File: src/hw/pwm_defs.svh
// Register offsets, field positions and reset values of the dual six-bit modulator.
// Assumes an APB slave with 32-bit data; each register takes one aligned word.
// What this block does
// - Two independent channels, each with a six-bit counter of 64 states.
// - Both channels run from the bus clock, half the oscillator rate.
// - Coarse field: 00 off, 01 divide 1, 10 divide 8, 11 divide 16.
// - Fine field divides the first-stage clock by its value plus one.
// - Output period is the second-stage clock divided by 64.
// - Polarity 0 with duty zero gives a constant high output.
// - Polarity 1 makes the pulse active high, 0 active low.
// - While enabled, written duty waits in a buffer until period end.
// - While disabled, written duty goes to the active register at once.
// - Control writes take effect immediately, even while enabled.
// - Duty reads return the active value, never the buffered one.
// - Nonzero coarse field gives the pin to the modulator; 00 returns it.
// - Coarse field 00 stops prescaler and counter to save power.
// - Channel b behaves exactly like channel a on its own pin.
// - Duty values keep their contents through reset.
// - Reset clears the coarse fields, disabling channels and driving outputs low.
// - Channels keep running in wait mode.
// - In stop mode each channel freezes wherever its waveform stood.
`ifndef PWM_DEFS_SVH
`define PWM_DEFS_SVH
`define CHAN_A_CONTROL_ADDR 12'h000
`define CHAN_B_CONTROL_ADDR 12'h004
`define CHAN_A_DUTY_ADDR 12'h008
`define CHAN_B_DUTY_ADDR 12'h00c
`define FINE_DIV_LSB 0
`define FINE_DIV_MSB 3
`define COARSE_DIV_LSB 4
`define COARSE_DIV_MSB 5
`define POLARITY_BIT 6
`define DUTY_MSB 5
`define CONTROL_RESET 8'h00
`define COARSE_DIV8 4'h7
`define COARSE_DIV16 4'hf
`define COUNT_LAST 6'h3f
`endif

File: src/hw/pwm_pkg.sv
// Types shared by the dual six-bit modulator.
// Assumes the constants header is included alongside.
package pwm_pkg;
  typedef enum logic [1:0] {
    coarse_off = 2'h0,
    coarse_div1 = 2'h1,
    coarse_div8 = 2'h2,
    coarse_div16 = 2'h3
  } coarse_e;
endpackage : pwm_pkg

File: src/hw/dual_six_bit_pwm.sv
// Two six-bit pulse width modulator channels with an APB register slave.
// Assumes the bus clock is clock_i; stop mode is modelled by stop_i freezing the channels and holding pready low.
`include "pwm_defs.svh"
module dual_six_bit_pwm
  import pwm_pkg::*;
(
  // Clock and reset.
  input wire logic clock_i,
  input wire logic arst_n_i,
  // APB slave.
  input wire logic psel_i,
  input wire logic penable_i,
  input wire logic pwrite_i,
  input wire logic [11:0] paddr_i,
  input wire logic [31:0] pwdata_i,
  output logic [31:0] prdata_o,
  output logic pready_o,
  output logic pslverr_o,
  // Low-power stop request.
  input wire logic stop_i,
  // Modulator outputs and pin ownership, index 0 is channel a.
  output logic [1:0] pwm_o,
  output logic [1:0] pin_select_o
);
  logic access;
  logic [1:0] hit_ctrl;
  logic [1:0] hit_duty;
  logic [7:0] control_reg [2];
  logic [5:0] duty_reg [2];
  logic [5:0] buffer_reg [2];
  logic [1:0] pending_reg;
  logic [1:0] wrap;
  logic [31:0] rdata_next;
  logic map_hit;

  // A write lands only at the edge where pready is seen high, even if stop rises at that edge.
  assign access = psel_i && penable_i && pready_o;
  assign hit_ctrl[0] = paddr_i == `CHAN_A_CONTROL_ADDR;
  assign hit_ctrl[1] = paddr_i == `CHAN_B_CONTROL_ADDR;
  assign hit_duty[0] = paddr_i == `CHAN_A_DUTY_ADDR;
  assign hit_duty[1] = paddr_i == `CHAN_B_DUTY_ADDR;
  assign map_hit = |{hit_ctrl, hit_duty};

  // Stop holds pready low; an access phase held over a stop is answered once stop falls.
  always_ff @(posedge clock_i or negedge arst_n_i)
  begin
    if (!arst_n_i)
    begin
      pready_o <= 1'b0;
      pslverr_o <= 1'b0;
      prdata_o <= 32'h0;
    end
    else
    begin
      pready_o <= psel_i && !stop_i && (!penable_i || !pready_o);
      pslverr_o <= psel_i && !stop_i && (!penable_i || !pready_o) && !map_hit;
      prdata_o <= rdata_next;
    end
  end

  always_comb
  begin
    rdata_next = 32'h0;
    if (hit_ctrl[0])
      rdata_next = {24'h0, control_reg[0]};
    if (hit_ctrl[1])
      rdata_next = {24'h0, control_reg[1]};
    if (hit_duty[0])
      rdata_next = {26'h0, duty_reg[0]};
    if (hit_duty[1])
      rdata_next = {26'h0, duty_reg[1]};
  end

  genvar ch;
  generate
    for (ch = 0; ch < 2; ch = ch + 1)
    begin : g_chan
      logic [1:0] coarse;
      logic [3:0] fine;
      logic enabled;
      logic [3:0] first_cnt_reg;
      logic [3:0] fine_cnt_reg;
      logic [5:0] count_reg;
      logic first_tick;
      logic second_tick;
      logic active;

      assign coarse = control_reg[ch][`COARSE_DIV_MSB:`COARSE_DIV_LSB];
      assign fine = control_reg[ch][`FINE_DIV_MSB:`FINE_DIV_LSB];
      assign enabled = coarse != coarse_off;
      assign wrap[ch] = second_tick && count_reg == `COUNT_LAST;

      // Control writes land at once; the prescaler compares against them from the next clock edge.
      always_ff @(posedge clock_i or negedge arst_n_i)
      begin
        if (!arst_n_i)
          control_reg[ch] <= `CONTROL_RESET;
        else if (access && pwrite_i && hit_ctrl[ch])
          control_reg[ch] <= {1'b0, pwdata_i[6:0]};
      end

      // First stage runs at bus rate divided by 1, 8 or 16.
      always_comb
      begin
        case (coarse)
          coarse_div1: first_tick = 1'b1;
          coarse_div8: first_tick = first_cnt_reg == `COARSE_DIV8;
          coarse_div16: first_tick = first_cnt_reg == `COARSE_DIV16;
          default: first_tick = 1'b0;
        endcase
      end
      assign second_tick = first_tick && fine_cnt_reg == fine;

      always_ff @(posedge clock_i or negedge arst_n_i)
      begin
        if (!arst_n_i)
        begin
          first_cnt_reg <= 4'h0;
          fine_cnt_reg <= 4'h0;
          count_reg <= 6'h00;
        end
        else if (!enabled)
        begin
          first_cnt_reg <= 4'h0;
          fine_cnt_reg <= 4'h0;
          count_reg <= 6'h00;
        end
        else if (!stop_i)
        begin
          first_cnt_reg <= first_tick ? 4'h0 : first_cnt_reg + 4'h1;
          if (first_tick)
            fine_cnt_reg <= second_tick ? 4'h0 : fine_cnt_reg + 4'h1;
          if (second_tick)
            count_reg <= count_reg + 6'h01;
        end
      end

      // Duty has no reset so its contents survive it.
      always_ff @(posedge clock_i)
      begin
        if (access && pwrite_i && hit_duty[ch])
        begin
          buffer_reg[ch] <= pwdata_i[`DUTY_MSB:0];
          if (!enabled)
            duty_reg[ch] <= pwdata_i[`DUTY_MSB:0];
        end
        else if (pending_reg[ch] && wrap[ch] && !stop_i)
          duty_reg[ch] <= buffer_reg[ch];
      end

      always_ff @(posedge clock_i or negedge arst_n_i)
      begin
        if (!arst_n_i)
          pending_reg[ch] <= 1'b0;
        else if (access && pwrite_i && hit_duty[ch])
          pending_reg[ch] <= enabled;
        else if (wrap[ch] && !stop_i)
          pending_reg[ch] <= 1'b0;
      end

      assign active = count_reg < duty_reg[ch];

      always_ff @(posedge clock_i or negedge arst_n_i)
      begin
        if (!arst_n_i)
        begin
          pwm_o[ch] <= 1'b0;
          pin_select_o[ch] <= 1'b0;
        end
        else if (!stop_i)
        begin
          pin_select_o[ch] <= enabled;
          pwm_o[ch] <= enabled && (active == control_reg[ch][`POLARITY_BIT]);
        end
      end
    end
  endgenerate
endmodule : dual_six_bit_pwm

File: config.mk
export PLATFORM = sky130hd
export DESIGN_NAME = dual_six_bit_pwm
export DESIGN_NICKNAME = d
export VERILOG_FILES = /design/src/hw/pwm_pkg.sv /design/src/hw/dual_six_bit_pwm.sv
export VERILOG_INCLUDE_DIRS = /design/src /design/src/hw
export SDC_FILE = /design/constraint.sdc
export NUM_CORES = 1
export LEC_CHECK = 0
export BUFFER_PORTS_ARGS = -buffer_cell sky130_fd_sc_hd__buf_2
export CAP_MARGIN = 20
export CORE_ASPECT_RATIO = 1.2
export CORE_MARGIN = 4
export CORE_UTILIZATION = 50
export CTS_CLUSTER_SIZE = 8
export DETAILED_ROUTE_END_ITERATION = 7
export GPL_ROUTABILITY_DRIVEN = 0
export GPL_TIMING_DRIVEN = 1
export PLACE_DENSITY = 0.82
export SYNTH_ARGS = -nofsm -noshare
export SYNTH_HDL_FRONTEND = slang
export SYNTH_SLANG_ARGS = --single-unit
export TNS_END_PERCENT = 1
File: constraint.sdc
create_clock -name clock_i -period 2.55 [get_ports clock_i]
set_clock_uncertainty 0.1 [all_clocks]
set_input_delay 0.255 -clock clock_i [delete_from_list [all_inputs] [get_ports clock_i]]
set_output_delay 0.255 -clock clock_i [all_outputs]
set_load 0.05 [all_outputs]
==> results.toml, run 1 <==
[pwr]
power.density_nw_per_um2 = 501
ir_drop_mv = 0.254
cellLeakagePower_nw = 2.28
power.total_mw = 2.44

[synth]
netlist-cell-type-count = 54
synthesis.area_per_instance_um2 = 11.1
synth_seq_cells = 81
synth-main-ff-cell = "dfrtp_1"
yosys_warnings = 0
synth_cells = 388
synth_top_area_share_pct = 33.1
synth-edff-count = 24
ys_async_sr_fraction_pct = 70.4
synth_area_um2 = 4310
synthTopCellsByArea = "dfrtp_1 (33%), edfxtp_1 (17%), mux2_2 (5.7%)"
yosysSeqAreaShare_pct = 49.8
synth_top_area_cell = "dfrtp_1"

[place]
portBuffers = 37
placed_cell_area_um2 = 4670
pre_cts_ws_ns = 0.0138
hpwl_mm = 6.88

[die]
die-height_um = 110
die_w_um = 92.8
start_util_pct = 52.3
fp.coreArea_um2 = 8240
num_io_pins = 88
design.die.area_um2 = 10200
rows = 36

[routing]
post_drt_wl_per_cell_um = 15.9
routed_wl_mm = 9.03
vias_per_cell = 5.56
drc_errors = 0
antenna_left = 0
vias = 3148
dr.pass1.iters = 4
drtIter0Drc = 201

[global_routing]
grt_first_pass_wirelength_mm = 14.9
track_usage_pct = 19.3
overflow = 0
grt_pass1_vias = 3105
antenna_found_initial = 1
grt_max_degree = 25

[sta]
drv_slew = 0
finalCriticalPeriod_ns = 2.47
fmax_mhz = 405
hold_viol = 0
rsz0062_at_grt = "yes"
post-route-period-util_pct = 96.9
setup-violations-final = 0
tightest_slew_ns = 0.626
setup_slack_ns = 0.0795
max_slew_margin_pct = 58.1

[cts]
clk_pin_slew_ns = 0.08
cts_tree = "yes"
clock-sinks = 81
cts.path.max_buffers = 2
h-tree-depth = 3
clock_latency_ns = 0.36
root_buffer = "clkbuf_8"
cts_buffers = 9

[setup_path]
crit-reg2reg-launch = "g_chan[1].first_cnt_reg[1]"
worstSetupStartpoint = "g_chan[1].first_cnt_reg[1]"
end_kind = "flop"
cp.required_ns = 2.56
arrival_ns = 2.48
worst_setup_path_start_kind = "flop"
crit_path_max_fanout = 6
critPathKind = "flop to flop"

[cells_and_area]
largest_reg_flops = 14
final_cell_mix = "dfrtp_1 (57), buf_2 (37), nand2_1 (26), conb_1 (25), buf_4 (25)"
area_growth_pct = 13.2
num-nets-final = 513
diodes = 0
drive_gt1_share_pct = 25.4
final_common_cell = "dfrtp_1"
fin_area_um2 = 4880

[outcome]
status = "finished clean"

[flow_run]
maxCapViolations = 0

[min_path]
hold_start = "paddr_i[1]"
hold_path.class = "input port to flop"
## report_power, final
group	switching (mW)	internal, mW	leakage, nW	total [mW]
clock	0.464	0.452	0.0944	0.916
combinational	0.149	0.0411	1.17	0.190
sequential	0.000905	1.34	1.01	1.34
total	0.613	1.83	2.28	2.44
## layout make-up
class / count / area, um2
timing repair buffer: 63 / 383
tap: 114 / 143
clock buffer: 13 / 174
sequential: 81 / 2150
inverter: 17 / 63.8
multi-input combinational: 275 / 1950
clock inverter: 3 / 23.8
fill: 683 / 3360
## worst paths after layout
| kind | end | slack, ns | cells after the start |
|---|---|---|---|
| max | duty_reg[1][0] | 0.08 | 6 |
| min | pslverr_o | 0.04 | 2 |
| max reg2reg | duty_reg[1][0] | 0.08 | 6 |
| min reg2reg | pwm_o[1] | 0.39 | 2 |
| max in group asynchronous | g_chan[0].first_cnt_reg[2] | 1.38 | 3 |
| min in group asynchronous | pending_reg[0] | 0.30 | 2 |
## synthesized netlist by cell type, types with 3 or more instances
library cell  instances
a21o_1                3
a21oi_1              18
and3_1                8
buf_4                25
clkbuf_1             11
dfrtp_1              57
edfxtp_1             24
ha_1                 16
inv_1                16
mux2_2               22
mux2_4                6
mux2i_1              15
nand2_1              26
nand3_1              19
nand3b_1              4
nand4_1               5
nor2_1               17
nor3_1                6
nor4_1                5
o211ai_1              3
o21ai_0              12
o22a_1                6
o31ai_1               7
or3_1                 3
or4_1                 3
xnor2_1               9
xor2_1                8
## worst max-delay path: stages, from the launching register on
cell and delay (ns):
dfrtp_1 0.37, ha_1 0.19, nand2_1 0.07, or4_1 0.44, a21o_1 0.22, or4_4 0.50
mux2_4 0.33
## logic make-up after synthesis
kind of cell / share of synthesized area (%)
and+or+nand+nor: 12.8
buffers and inverters: 7.28
other: 0.0870
DFF: 49.8
xor gates and xnor gates: 3.45
adders and majority gates: 4.64
AOI/OAI and AO/OA: 10.6
muxes: 11.3
## layer usage
metal	up-vias	track usage, %	part of all wire [%]	routed length (um)
met3	20	3.70	6.0	545
met5	-	0	0.20	18
met2	93	33.6	51	4570
met4	2	9.53	2.5	230
li1	1483	-	-	-
met1	1550	22.8	41	3660
## repair_timing
item                                    in CTS  in global routing
resized for setup                            0                  2
setup buffers                                0                  0
hold endpoints to repair                    22                  0
hold buffers                                 1                  0
pin swaps                                    1                  0
endpoints found under the setup margin       3                 11
## stage by stage
step	hold slack, ns	utilization [%]	setup TNS (ns)	std cells
floorplan	-0.141	-	-0.769	412
global placement	0.157	56.6	0	549
detailed placement	0.165	56.6	0	549
CTS	0.0306	59.1	0	566
global route	0.0413	59.2	-0.00605	566
finish	0.0411	59.2	0	566
Note: power is estimated with default switching activity, not from simulation.
==> inputs of run 2 (changes only) <==
CORE_UTILIZATION = 40   (was 50)
CTS_CLUSTER_DIAMETER = 150   (was default)
PLACE_DENSITY = 0.69   (was 0.82)
==> run 2 against run 1 <==
Compared with the run above:
- sequential power about the same
- non-clock buffer count increased by 4
- critical path depth is the same
- combinational power up 2%
- wire length up 3.0%
- global-route usage shrank 3.5 points
- flip-flop and latch count is the same
- highest routed layer unchanged
- worst setup slack worse by 0.0021 ns
- final area is 3.2% higher
- first-iteration DRC count fell by 45%
==> results.toml, run 2 (synthesis gave the netlist of run 1 again) <==
[die]
die_w_um = 103
die-height_um = 122
num_io_pins = 88
fp.coreArea_um2 = 10500
design.die.area_um2 = 12500
start_util_pct = 41.0
rows = 41

[cells_and_area]
num-nets-final = 517
final_cell_mix = "dfrtp_1 (57), buf_2 (37), buf_4 (28), nand2_1 (26), conb_1 (25)"
final_common_cell = "dfrtp_1"
drive_gt1_share_pct = 25.9
diodes = 0
largest_reg_flops = 14
area_growth_pct = 16.8

[cts]
root_buffer = "clkbuf_16"
post_cts_buffers = 0
clock_latency_ns = 0.34
cts.path.max_buffers = 2
clk_pin_slew_ns = 0.06
h-tree-depth = 3
clock-sinks = 81
cts_buffers = 9
cts_tree = "yes"

[routing]
dr.pass1.iters = 5
post_drt_wl_per_cell_um = 15.9
vias = 3092
drc_errors = 0
antenna_left = 0
routed_wl_mm = 9.30
drtIter0Drc = 111
vias_per_cell = 5.29

[global_routing]
overflow = 0
track_usage_pct = 15.8
grt_max_degree = 58
grt_pass1_vias = 3112
grt_first_pass_wirelength_mm = 15.0
antenna_found_initial = 1

[sta]
fmax_mhz = 404
max_slew_margin_pct = 62.7
rsz0062_at_grt = "yes"
fin_hold_ws_ns = 0.0705
finalCriticalPeriod_ns = 2.47
tightest_slew_ns = 0.556
setup-violations-final = 0
drv_slew = 0
post-route-period-util_pct = 97.0
hold_viol = 0

[outcome]
status = "finished clean"

[min_path]
hold_path.class = "input port to flop"
hold_start = "paddr_i[0]"
hold_depth = 2

[pwr]
cellLeakagePower_nw = 2.34
power.total_mw = 2.77
ir_drop_mv = 0.292
power.density_nw_per_um2 = 550

[setup_path]
rrSetupSlack_ns = 0.08
worst_setup_path_start_kind = "flop"
worstSetupStartpoint = "g_chan[1].first_cnt_reg[1]"
reg2reg_depth = 6
crit-reg2reg-launch = "g_chan[1].first_cnt_reg[1]"
critPathKind = "flop to flop"
cp.required_ns = 2.54
end_kind = "flop"
crit_path_max_fanout = 6
arrival_ns = 2.46

[place]
portBuffers = 37
hpwl_mm = 6.85

[flow_run]
maxCapViolations = 0
run 2: final timing paths:
| check | to |
|---|---|
| min | pslverr_o |
| max reg2reg | duty_reg[1][5] |
| max in group asynchronous | g_chan[1].count_reg[4] |
| max | duty_reg[1][5] |
| min reg2reg | pwm_o[1] |
| min in group asynchronous | g_chan[0].count_reg[5] |
run 2: cell type report:
cell class | instances | area, um2
fillers | 912 | 5480
flip-flops and latches | 81 | 2150
multi-input cells | 275 | 1950
repair buffers | 67 | 425
clock buffers | 14 | 275
well taps | 129 | 161
inverters | 17 | 63.8
clock inverters | 2 | 12.5
run 2: metal layers:
metal  routed length (um)  GRT usage (%)  share of wire (%)  vias to the layer above
li1                     -              -                  -                     1480
met2                 4470           25.6                 48                       94
met5                    7              0              0.075                        -
met3                  557           3.26                6.0                       20
met4                  277           7.94                3.0                        2
met1                 3980           19.8                 43                     1496
run 2: through the flow:
step	std cells	util [%]	setup slack [ns]	setup TNS, ns	instance area, um2
global placement	568	45.0	0.0309	0	4730
CTS	585	47.8	0.0735	0	5030
detailed placement	568	45.0	0.000691	0	4730
global route	585	47.9	-0.00588	-0.00588	5040
finish	585	47.9	0.0775	0	5040
floorplan	412	-	-0.0961	-0.769	4400
run 2: where the power goes:
group	internal, mW	leakage (nW)	total [mW]	switching (mW)
sequential	1.34	1.01	1.34	0.000930
clock	0.744	0.138	1.23	0.488
combinational	0.0440	1.20	0.194	0.150
run 2: worst max-delay path: stages (launching register included):
cell,delay [ns]
dfrtp_1,0.37
ha_1,0.19
nand2_1,0.07
or4_1,0.43
a21o_1,0.22
or4_4,0.50
mux2_4,0.33
run 2: repair_timing:
item                                    4_1_cts  5_1_grt
endpoints found under the setup margin        6        8
pin swaps                                     1        0
endpoints found under the hold margin        57        0
gates resized for setup                       0        2
hold buffers                                  1        0
==> inputs of run 3 (changes only) <==
clock period = 2.1 ns   (was 2.55 ns; I/O delays follow)
==> run 3 against run 2 <==
Compared with the run above:
- worst setup slack lost 0.38 ns
- clock power grew 38%
- final cell count grew 7.0%
- non-clock buffer count grew 41
- flip-flop and latch count is the same
- wire length grew 7.8%
- register-to-register slack lost 0.38 ns
- global-route usage grew 1.1 points
- clock-buffer cell count shrank 5
- final area grew 8.6%
- core utilization grew 4.1 points
- first-iteration DRC count shrank 7.2%
- the flow now finishes with violations (negative setup slack)
==> results.toml, run 3 (synthesis gave the netlist of run 1 again) <==
[setup_path]
reg2reg_depth = 6
end_kind = "flop"
arrival_ns = 2.39
r2r_end = "duty_reg[1][2]"
cp.required_ns = 2.09
worst_setup_path_start_kind = "flop"
critPathKind = "flop to flop"
crit_path_max_fanout = 6
rrSetupSlack_ns = -0.30
path_cells = "ha_1 -> nand2_1 -> or4_4 -> a21o_1 -> or4_4 -> mux2_4"
crit-reg2reg-launch = "g_chan[1].first_cnt_reg[1]"
max_stage_delay_ns = 0.51
crit_top_cell = "or4_4"
slowest_stage = "or4_4"

[cells_and_area]
seqCellArea_um2 = 2150
diodes = 0
drive_gt1_share_pct = 34.8
final_common_cell = "buf_4"
largest_reg_flops = 14
final_cell_mix = "buf_4 (68), dfrtp_1 (57), buf_2 (37), nand2_1 (25), conb_1 (25)"
num-nets-final = 558
fillers = 890
area_growth_pct = 26.9
multi_input_area_um2 = 2030

[routing]
drc_errors = 0
antenna_left = 0
drtIter0Drc = 103
post_drt_wl_per_cell_um = 16.0
dr.pass1.iters = 4
vias_per_cell = 5.23
vias = 3271
routed_wl_mm = 10.0

[sta]
setup_slack_ns = -0.300
setup-violations-final = 18
fmax_mhz = 417
rsz0062_at_grt = "yes"
finalCriticalPeriod_ns = 2.40
post-route-period-util_pct = 114
fin_tns_setup_ns = -2.68
hold_viol = 0
drv_slew = 0

[cts]
root_buffer = "clkbuf_16"
clock_latency_ns = 0.33
cts_buffers = 9
cts.path.max_buffers = 2
cts_tree = "yes"
clk_pin_slew_ns = 0.07
h-tree-depth = 3
clock-sinks = 81

[die]
rows = 41
die_w_um = 103
start_util_pct = 41.0
die-height_um = 122
fp.coreArea_um2 = 10500
design.die.area_um2 = 12500
num_io_pins = 88

[outcome]
violations = "negative setup slack"
status = "finished with violations"

[global_routing]
grt_max_degree = 58
track_usage_pct = 16.9
overflow = 0
grt_pass1_vias = 3330
grt_first_pass_wirelength_mm = 16.2
antenna_found_initial = 0

[min_path]
hold_depth = 1
hold_path.class = "input port to flop"
hold_start = "pwdata_i[2]"
min_to = "buffer_reg[0][8]"

[flow_run]
maxCapViolations = 0

[pwr]
combPwrFrac_pct = 6.8
ir_drop_mv = 0.427
p_int_mw = 2.73
seq_power_share_pct = 45.6
clkPwrFrac_pct = 47.6
p_sw_uw = 833
swShare_pct = 23.3
cellLeakagePower_nw = 2.58
power.density_nw_per_um2 = 652

[place]
pre_cts_ws_ns = -0.421
portBuffers = 37
hpwl_mm = 7.18
run 3: cell count changes in the layout (fill, tap and decap cells not counted), moves of 3 or more:
cell      previous run  this run
buf_4               28        68
a21oi_1             18        15
a21oi_2              0         3
clkbuf_1             3         0
run 3: worst max path at each step:
stage / from / to / slack [ns] / cells after the start
global route: g_chan[1].first_cnt_reg[1] / duty_reg[1][0] / -0.36 / 6
CTS: g_chan[1].first_cnt_reg[0] / duty_reg[1][2] / -0.31 / 6
finish: g_chan[1].first_cnt_reg[1] / duty_reg[1][2] / -0.30 / 6
detailed placement: g_chan[1].first_cnt_reg[0] / duty_reg[1][2] / -0.42 / 6
floorplan: control_reg[4] / duty_reg[1][0] / -0.55 / 7
global placement: g_chan[1].first_cnt_reg[0] / duty_reg[1][3] / -0.38 / 6
run 3: timing repair:
item                                   CTS  global route
endpoints found under the hold margin   57             0
resized for setup                       11             9
hold buffers                             1             0
setup endpoints to repair               32            29
buffers inserted                         0             0
pin swaps                                2             7
run 3: area by class of cell:
type,instances,area share (%)
timing repair buffer,108,13.5
clock buffer,9,4.12
tap,129,2.95
multi-input combinational,275,37.2
sequential,81,39.2
inverter,17,1.17
clock inverter,7,1.85
run 3: layer usage:
layer | part of all wire [%] | vias up | GRT usage, % | wire (um)
li1 | - | 1564 | - | -
met1 | 42 | 1588 | 20.5 | 4240
met2 | 50 | 97 | 28.9 | 4960
met3 | 5.2 | 22 | 3.38 | 518
met4 | 3.0 | 0 | 7.53 | 298
met5 | 0 | - | 0 | 0
run 3: critical path: cells and delay by family, from the launching register on:
kind	cells	cell delay (ns)
AND/OR/NAND/NOR	3	1.01
flip-flops	1	0.35
multiplexers	1	0.33
AO/OA/AOI/OAI	1	0.19
adder cells (fa/ha/maj)	1	0.17
run 3: power groups by stage:
| stage | logic [mW] | clock network, mW | registers (mW) |
|---|---|---|---|
| final | 0.243 | 1.70 | 1.63 |
| after global routing | 0.260 | 1.81 | 1.63 |
| after CTS | 0.243 | 1.72 | 1.63 |
| after detailed placement | 0.240 | 0 | 1.66 |
| after global placement | 0.238 | 0 | 1.66 |
| after floorplan | 0.181 | 0 | 1.67 |
run 3: per-stage QoR:
stage | instance area (um2) | util, % | total power, mW | hold slack [ns] | std cells
5_1_grt | 5470 | 52.0 | 3.69 | 0.0461 | 626
2_1_floorplan | 4400 | - | 1.85 | -0.186 | 412
6_report | 5470 | 52.0 | 3.57 | 0.0454 | 626
3_3_place_gp | 5040 | 47.9 | 1.90 | 0.133 | 609
4_1_cts | 5440 | 51.7 | 3.59 | 0.0386 | 626
3_5_place_dp | 5040 | 47.9 | 1.90 | 0.135 | 609
